[config.mk]
export PLATFORM = sky130hd
export DESIGN_NAME = gpo_port
export DESIGN_NICKNAME = d
export VERILOG_FILES = /design/src/verilog/gpo_pkg.sv /design/src/verilog/gpo_sampler.sv /design/src/verilog/gpo_port.sv
export SDC_FILE = /design/constraint.sdc
export NUM_CORES = 1
export LEC_CHECK = 0
export ABC_CLOCK_PERIOD_IN_PS = 3100
export BUFFER_PORTS_ARGS = -buffer_cell sky130_fd_sc_hd__buf_2
export CAP_MARGIN = 20
export CORE_ASPECT_RATIO = 1.1
export CORE_MARGIN = 3
export CORE_UTILIZATION = 33
export CTS_BUF_LIST = sky130_fd_sc_hd__clkbuf_4 sky130_fd_sc_hd__clkbuf_8
export CTS_CLUSTER_DIAMETER = 50
export CTS_CLUSTER_SIZE = 16
export DETAILED_ROUTE_END_ITERATION = 6
export PLACE_DENSITY = 0.52
export SETUP_SLACK_MARGIN = 0.4
export SLEW_MARGIN = 20
export SYNTH_ARGS = -nofsm -noshare
export SYNTH_HDL_FRONTEND = slang
export SYNTH_HIERARCHICAL = 1
export SYNTH_SLANG_ARGS = --single-unit
export TNS_END_PERCENT = 30
[constraint.sdc]
create_clock -name clk_i -period 3.1 [get_ports clk_i]
set_input_delay 0.155 -clock clk_i [delete_from_list [all_inputs] [get_ports clk_i]]
set_output_delay 0.155 -clock clk_i [all_outputs]
set_load 0.01 [all_outputs]
[src/verilog/gpo_pkg.sv]
// package for the port output/input register block
package gpo_pkg;
	localparam int           GPO_W          = 32;
	localparam int           GPO_GROUP      = 8;
	localparam int           GPO_NGROUP     = GPO_W / GPO_GROUP;
	localparam logic [7:0]   OFF_OUT_VALUE  = 8'h10;
	localparam logic [7:0]   OFF_OUT_CLEAR  = 8'h14;
	localparam logic [7:0]   OFF_OUT_SET    = 8'h18;
	localparam logic [7:0]   OFF_OUT_TOGGLE = 8'h1c;
	localparam logic [7:0]   OFF_IN_VALUE   = 8'h20;
	localparam logic [7:0]   OFF_SAMP_CTRL  = 8'h24;
	localparam logic [31:0]  RST_OUT_VALUE  = 32'h0000_0000;
	localparam logic [31:0]  RST_SAMP_CTRL  = 32'h0000_0000;
	localparam logic [31:0]  RST_IN_VALUE   = 32'h0000_0000;

	typedef struct packed {
		logic        psel;
		logic        penable;
		logic        pwrite;
		logic [7:0]  paddr;
		logic [31:0] pwdata;
	} gpo_apb_req_t;

	typedef struct packed {
		logic        pready;
		logic        pslverr;
		logic [31:0] prdata;
	} gpo_apb_rsp_t;

	typedef enum logic [1:0] {
		GPO_IDLE   = 2'b01,
		GPO_ACCESS = 2'b10
	} gpo_state_t;
endpackage

[src/verilog/gpo_sampler.sv]
// input samplers switched per byte-wide sub-group
`timescale 1ns/1ps
`default_nettype none
module gpo_sampler
	import gpo_pkg::*;
(
	input  wire logic             clk_i,
	input  wire logic             rstn_i,
	input  wire logic [GPO_W-1:0] pins_i,
	input  wire logic [GPO_W-1:0] samp_ctrl_i,
	output logic      [GPO_W-1:0] in_value_o
);
	logic [GPO_W-1:0] sync1_q, sync1_d;
	logic [GPO_W-1:0] in_q, in_d;
	logic [GPO_W-1:0] grp_en;

	// any set bit in a byte turns the whole byte on
	function automatic logic [GPO_W-1:0] byte_spread(input logic [GPO_W-1:0] v);
		logic [GPO_W-1:0] r;
		r = '0;
		for (int g = 0; g < GPO_NGROUP; g++) begin
			r[g*GPO_GROUP +: GPO_GROUP] = {GPO_GROUP{|v[g*GPO_GROUP +: GPO_GROUP]}};
		end
		return r;
	endfunction

	always_comb begin
		grp_en = byte_spread(samp_ctrl_i);
		// a disabled sampler holds its last value; saves toggling power
		sync1_d = (pins_i & grp_en) | (sync1_q & ~grp_en);
		in_d    = (sync1_q & grp_en) | (in_q & ~grp_en);
	end

	always_ff @(posedge clk_i or negedge rstn_i) begin
		if (!rstn_i) begin
			sync1_q <= RST_IN_VALUE;
			in_q    <= RST_IN_VALUE;
		end else begin
			sync1_q <= sync1_d;
			in_q    <= in_d;
		end
	end

	assign in_value_o = in_q;
endmodule
`default_nettype wire

[src/verilog/gpo_port.sv]
// port output value, pull direction and input sampling registers on apb
//
// The APB slave port was left to the implementer.
`timescale 1ns/1ps
`default_nettype none
// Function
// - writing output_clear clears each output bit written one, others unchanged
// - output_clear on a pulled input selects pull-down
// - writing output_set at 0x18 sets each output bit written one
// - output_set on a pulled input selects pull-up
// - writing output_toggle at 0x1c inverts each output bit written one
// - output_toggle on a pulled input swaps pull-up and pull-down
// - value, set, clear and toggle registers all read the one output state
// - input_value at 0x20 reads the sampled pin levels
// - sampling control at 0x24 enables each pin's input synchronizer
// - samplers switch per byte: any enabled bit enables all eight
// - output value: zero drives low or pulls down, one high or up
module gpo_port
	import gpo_pkg::*;
(
	input  wire logic             clk_i,
	input  wire logic             rstn_i,
	input  wire logic             psel_i,
	input  wire logic             penable_i,
	input  wire logic             pwrite_i,
	input  wire logic [7:0]       paddr_i,
	input  wire logic [31:0]      pwdata_i,
	output logic      [31:0]      prdata_o,
	output logic                  pready_o,
	output logic                  pslverr_o,
	input  wire logic [GPO_W-1:0] pins_i,
	output logic      [GPO_W-1:0] out_value_o,
	output logic      [GPO_W-1:0] samp_ctrl_o
);
	gpo_apb_req_t     req;
	gpo_apb_rsp_t     rsp_q, rsp_d;
	gpo_state_t       st_q, st_d;
	logic [GPO_W-1:0] out_q, out_d;
	logic [GPO_W-1:0] samp_q, samp_d;
	logic [GPO_W-1:0] in_value;
	logic             wr_ok;

	function automatic logic addr_known(input logic [7:0] a);
		return a == OFF_OUT_VALUE || a == OFF_OUT_CLEAR || a == OFF_OUT_SET ||
		       a == OFF_OUT_TOGGLE || a == OFF_IN_VALUE || a == OFF_SAMP_CTRL;
	endfunction

	assign req = '{psel: psel_i, penable: penable_i, pwrite: pwrite_i,
	               paddr: paddr_i, pwdata: pwdata_i};

	gpo_sampler u_sampler (
		.clk_i       (clk_i),
		.rstn_i      (rstn_i),
		.pins_i      (pins_i),
		.samp_ctrl_i (samp_q),
		.in_value_o  (in_value)
	);

	// one wait state: setup, one access cycle with pready low, then a second where pready rises
	always_comb begin
		st_d  = st_q;
		rsp_d = '{pready: 1'b0, pslverr: 1'b0, prdata: 32'h0000_0000};
		wr_ok = 1'b0;
		case (st_q)
			GPO_IDLE: begin
				if (req.psel && req.penable) begin
					st_d         = GPO_ACCESS;
					rsp_d.pready = 1'b1;
					rsp_d.pslverr = ~addr_known(req.paddr);
					if (!req.pwrite) begin
						case (req.paddr)
							OFF_OUT_VALUE, OFF_OUT_CLEAR,
							OFF_OUT_SET, OFF_OUT_TOGGLE: rsp_d.prdata = out_q;
							OFF_IN_VALUE:  rsp_d.prdata = in_value;
							OFF_SAMP_CTRL: rsp_d.prdata = samp_q;
							default:       rsp_d.prdata = 32'h0000_0000;
						endcase
					end
				end
			end
			GPO_ACCESS: begin
				// the write lands on the edge where the master sees pready
				st_d  = GPO_IDLE;
				wr_ok = req.psel && req.penable && req.pwrite;
			end
			default: st_d = GPO_IDLE;
		endcase
	end

	// pull direction of pulled inputs is the same bit, so set/clear/toggle steer it too
	always_comb begin
		out_d  = out_q;
		samp_d = samp_q;
		if (wr_ok) begin
			case (req.paddr)
				OFF_OUT_VALUE:  out_d  = req.pwdata;
				OFF_OUT_CLEAR:  out_d  = out_q & ~req.pwdata;
				OFF_OUT_SET:    out_d  = out_q | req.pwdata;
				OFF_OUT_TOGGLE: out_d  = out_q ^ req.pwdata;
				OFF_SAMP_CTRL:  samp_d = req.pwdata;
				default:        out_d  = out_q;
			endcase
		end
	end

	always_ff @(posedge clk_i or negedge rstn_i) begin
		if (!rstn_i) begin
			st_q   <= GPO_IDLE;
			rsp_q  <= '{pready: 1'b0, pslverr: 1'b0, prdata: 32'h0000_0000};
			out_q  <= RST_OUT_VALUE;
			samp_q <= RST_SAMP_CTRL;
		end else begin
			st_q   <= st_d;
			rsp_q  <= rsp_d;
			out_q  <= out_d;
			samp_q <= samp_d;
		end
	end

	assign prdata_o    = rsp_q.prdata;
	assign pready_o    = rsp_q.pready;
	assign pslverr_o   = rsp_q.pslverr;
	assign out_value_o = out_q;
	assign samp_ctrl_o = samp_q;
endmodule
`default_nettype wire

## Word-level counts from Yosys, hierarchy flattened

Cells that the tools add are included.

- Bitwise operators: 12
- Reductions and logical operators: 15
- Muxes and demuxes: 8
- Equal/unequal tests: 9

Operators with widths:

| kind | number |
|---|---|
| 32-bit AND | 5 |
| 32-bit case mux with 4 select lines | 1 |
| 32-bit OR | 3 |
| 32-bit case mux with 3 select lines | 1 |
| 34-bit 2-to-1 mux | 2 |
| 32-bit inverter | 2 |
| 8-bit by 5-bit equality test with 1-bit output (second input constant) | 4 |
| 32-bit 2-to-1 mux | 1 |
| 8-bit OR reduction | 4 |
| 32-bit bitwise XOR | 1 |
| 8-bit by 6-bit equality test with 1-bit output (second input constant) | 2 |
| 1-bit logical OR | 5 |
| 2-bit 2-to-1 mux | 2 |
| 2-bit AND reduction | 2 |
| 4-bit nonzero test | 1 |
| 4-bit OR reduction | 1 |
| 2-bit by 1-bit equality test with 1-bit output (second input constant) | 1 |
| 2-bit equality test (second input constant) | 1 |
| 1-bit logical AND | 2 |
| 2-bit inequality test (second input constant) | 1 |
| 1-bit 2-to-1 mux | 1 |
| 1-bit inverter | 1 |

- Output and inout bits: 98
- Logic and storage cells: 52
- Input bits: 77
- Bits in registers: 164

## Logic depth before layout (Yosys ltp)

- Depth after elaboration: 9
- Gate-level depth with buffers: 7
- Depth with buffers taken out: 6

## Modules after synthesis

The synthesis kept the hierarchy.

By module, submodules not included:

| module | instances | sequential area each (µm²) | area an instance (µm²) | cells an instance |
|---|---|---|---|---|
| gpo_port | 1 | 2503.7 | 6278.5 | 612 |
| gpo_sampler | 1 | 1601.5 | 2592.5 | 144 |

## Worst setup path after synthesis

No wires, ideal clock.

- Path type: input-to-reg
- Start point: input port paddr_i[0]
- End point: register out_q[19] (netlist: out_value_o[19])
- Data required time: 2.966 ns
- Path buffers: 1
- Setup slack: 1.518 ns
- Arrival time: 1.448 ns
- Library setup time: 0.134 ns
- Stages: 5
- Cells stage by stage: buf_2 > nor4_4 > nand3_1 > a2111oi_0 > o31ai_2

- Cells in the longest elaborated chain, start to end: 3
- Elaborated cells on any way between the ends: 7
- Those cells by class: eq/ne (4); mux (1); reduce/logical (2)

RTL lines:

| element | line | text |
|---|---|---|
| start: declaration | gpo_port.sv:26 | `input wire logic [7:0] paddr_i,` |
| 8-bit by 5-bit equality test with 1-bit output | gpo_port.sv:95 | `case (req.paddr)` |
| 4-bit nonzero test (no line) | n/a |  |
| 2-bit AND reduction (no line) | n/a |  |
| end signal: assignment | gpo_port.sv:115 | `out_q <= out_d;` |
| end: declaration | gpo_port.sv:38 | `logic [GPO_W-1:0] out_q, out_d;` |

Parallel ways exist; a longest one is shown, timed or not.
A chain may end at the register's enable or synchronous reset.

## Worst setup path in the final report

- Start point: register st_q[0]
- End point: register samp_q[17] (netlist: samp_ctrl_o[17])

- Cells in the longest elaborated chain, start to end: 3

RTL lines:

| element | line | text |
|---|---|---|
| start: declaration | gpo_port.sv:37 | `gpo_state_t st_q, st_d;` |
| start signal: assignment | gpo_port.sv:113 | `st_q <= st_d;` |
| 2-bit equality test | gpo_port.sv:64 | `case (st_q)` |
| 1-bit 2-to-1 mux | gpo_port.sv:64 |  |
| 2-bit AND reduction (no line) | n/a |  |
| end signal: assignment | gpo_port.sv:116 | `samp_q <= samp_d;` |
| end: declaration | gpo_port.sv:39 | `logic [GPO_W-1:0] samp_q, samp_d;` |

Every way passes these cells.

==> results <==
- The flow ran to the end, and the final reports show no timing, DRC or antenna violations.
- The area of the die is 28900 um2.
- STA classifies the critical path startpoint as a register.
- Summed over all cells, the static leakage comes to approximately 5.7 nW.
- The layout has 2511 filler cells.
- Once layout is complete, the cells apart from fillers number 1343.
- The part of the cycle the worst path needs is 0.643.
- In this run the number of H-tree levels came out at 4.
- The first routing iteration left 339 violations.
- In this run the vertical extent of the chip is about 180 um.
- The clock drives 164 sinks.
- Setup repair after global routing left no endpoint under its margin.
- The placed cell count is between 1000 and 1500.
- The via-per-instance ratio is 4.76.
- The remaining antenna violation count is 0.
- The worst-case IR drop observed on VDD is around 0.00022 V.
- The total global routing track utilization is 0.164.
- The worst setup skew after layout is 0.0148 ns.
- The final number of max-transition violations was 0.
- Compared with the post-synthesis result, the final layout area differs by 25.9%.
- TritonCTS built the clock tree.
- The count of maximum capacitance violations is 0.
- The synthesized design contains 164 register bits.
- Static timing analysis puts the maximum clock frequency at 502 MHz.
- Entering global routing, the biggest net connects 80 pins.
- The clock passes through at most 2 buffers.
- The I/O pin count is around 180.
- In the layout the commonest cells are 172 x buf_2, 163 x dfrtp_1, 70 x mux2_4.
- The first detailed-routing pass ran for 5 iterations.
- The synthesized netlist cell count is 756.
- The horizontal die dimension is 162 um.
- The initialized floorplan defines 62 standard-cell rows.
- The clock insertion delay at the later pin of the skew report is around 0.46 ns.
- The first global-routing pass estimated 37.0 mm of wire.
- The congestion estimate from routability-driven global placement came to 0.761.
- The total count of hold-check failures in the final report is 0.
- In this run the tool buffered the top-level ports with 174 buffer cells.
- The number of global-route vias before repair is ~6500.
- The number of nets in the layout is ~1100.
- The path category of the worst min-delay check is input pin to register.
- Detailed placement finished with a half-perimeter wire length of 15.5 mm.
- The clock period minus worst slack is 1.99 ns.
- The register clock-pin slew on the reported worst setup and hold paths is roughly 0.090 ns.
- The number of antenna violations at the first check in global routing came to 4.
- The total negative slack is 0 ns.
- The share of final-layout standard cells stronger than drive strength 1 is 0.366.
- The wire length reported by the detailed router is 23.3 mm.
- The routed via count is around 6400.
- The worst setup path is of the register to register kind.
- The post-synthesis net count is 897.
- The arrival time of data at the critical path endpoint is 2.33 ns.
- The buffer type at the clock tree root is clkbuf_8.
- The cell area that synthesis handed to floorplanning was between 8000 and 9000 um2.
- Along the worst path, the maximum fanout reaches 17.
- Setup slack on the critical path of the routed design comes to 1.11 ns.
- The number of warnings reported in the yosys synthesis log is 6.
- The worst pin sits at a relative slew slack of 0.466.
- The utilization after layout is 0.425.
- After clock tree synthesis, the setup repair step added 0 buffers.
- The setup violation total in the final timing report is 0.
- The power density over cell area is approximately 400 nW/um2.
- Of the synthesized area, sequential elements account for 0.463.
- The mean instance size in the synthesized netlist is 11.7 um2.
- In this run, post-CTS repair resized a total of 0 instances.
- The area of the core is 26300 um2.
- The total congestion overflow is 0.
- The final routed DRC violation total is 0.
- The pre-CTS setup slack is 0.829 ns.
- The initial utilization of the core area, before any placement, comes to 0.337.
- Dividing the detail-routed wire length by the instance count gives 17.3 um.
- The slew of the pin with the lowest slew margin is between 0.8 and 0.9 ns.
- STA classifies the critical path endpoint as a register.
- The number of buffers inserted during clock tree synthesis is 17.
- The post-synthesis cell type count is 40.
- STA puts the critical path data required time at 3.44 ns.
- The count of hold-fix buffers inserted at cts is 66.
- The library cell used most frequently in the layout, excluding fill and tap cells, is buf_2.
## report_power, final
| part | total, mW | switching (mW) | leakage [nW] | internal (mW) |
|---|---|---|---|---|
| combinational | 0.400 | 0.202 | 3.15 | 0.198 |
| clock | 1.87 | 0.857 | 0.237 | 1.02 |
| sequential | 2.19 | 0.0189 | 2.28 | 2.17 |
## cells by family after synthesis
family,Yosys count,share of synthesized area
compound gates,122,0.0956
mux,129,0.193
buf+inv,115,0.0602
simple gates,162,0.0979
flops,164,0.463
fa+ha+maj,64,0.0903
## layer usage
metal	share of wire	global-route usage
met4	0.012	0.0402
met3	0.047	0.0383
met5	0.00099	0
met2	0.46	0.256
met1	0.48	0.232
## critical path: stages, from the launching register on
cell	delay, ns
dfstp_2	0.37
and4b_1	0.39
nand4_4	0.45
buf_12	0.36
mux2_4	0.30
## Yosys cell counts
master       n  area share
buf_6       11       0.014
nand4b_1     1     0.00099
o31ai_1      3      0.0025
a222oi_1     4      0.0045
mux2_4      70        0.12
a21oi_1      5      0.0028
nand3_1      6      0.0034
nor4_4       1      0.0024
o31ai_2      3      0.0042
buf_4        2      0.0017
inv_1       68       0.029
o2111ai_1    1     0.00099
mux2_2      58       0.074
dfstp_2      1      0.0030
o21ai_0     23       0.013
mux2i_1      1      0.0011
dfrtp_1    163        0.46
nand2_2      4      0.0028
o211ai_1     2      0.0017
or2_2        1     0.00071
and3_1       7      0.0049
buf_2       10      0.0056
nor4_1      14      0.0099
a2111oi_0    1     0.00099
o221ai_1    20       0.020
and4b_1      1      0.0011
nor2_1      39       0.017
buf_1        2     0.00085
nor3_1       1     0.00056
nand2b_1     1     0.00071
clkbuf_1    22      0.0093
nand2_1     37       0.016
o221ai_2     2      0.0034
nand4_4      2      0.0048
ha_1        64       0.090
nor3b_1      2      0.0017
o21ai_1     26       0.015
and2_0       3      0.0021
a22oi_1     32       0.027
nor2b_1     42       0.030
## through the flow
| step | total power, mW | hold slack (ns) | cell area (um2) |
|---|---|---|---|
| after floorplan | 2.41 | -0.141 | 8870 |
| after global placement | 2.57 | 0.184 | 10000 |
| after detailed placement | 2.57 | 0.184 | 10000 |
| after CTS | 4.53 | 0.00545 | 11200 |
| after global routing | 4.66 | 0.00828 | 11200 |
| final | 4.46 | 0.0410 | 11200 |
## final cells by class
type / instances / area, um2 / area share
diodes: 1 / 2.50 / 0.000224
clock buffers: 20 / 269 / 0.0241
clock inverters: 11 / 199 / 0.0178
inverters: 68 / 255 / 0.0229
multi-input cells: 477 / 4260 / 0.381
flip-flops and latches: 164 / 4110 / 0.368
well taps: 352 / 440 / 0.0394
repair buffers: 250 / 1640 / 0.147
## worst paths after layout
path	startpoint	end	slack, ns	cells after the start
worst max-delay path	st_q[0]$_DFFE_PN1P_	samp_ctrl_o[17]$_DFFE_PN0P_	1.11	4
worst min-delay path	pwdata_i[8]	samp_ctrl_o[8]$_DFFE_PN0P_	0.04	2
worst max register to register	st_q[0]$_DFFE_PN1P_	samp_ctrl_o[17]$_DFFE_PN0P_	1.11	4
worst min register to register	register	register	0.50	1
max in group asynchronous	rstn_i	st_q[0]$_DFFE_PN1P_	1.99	3
min in group asynchronous	rstn_i	asynchronous set/reset pin	0.24	2
(Power assumes the default switching activity.)
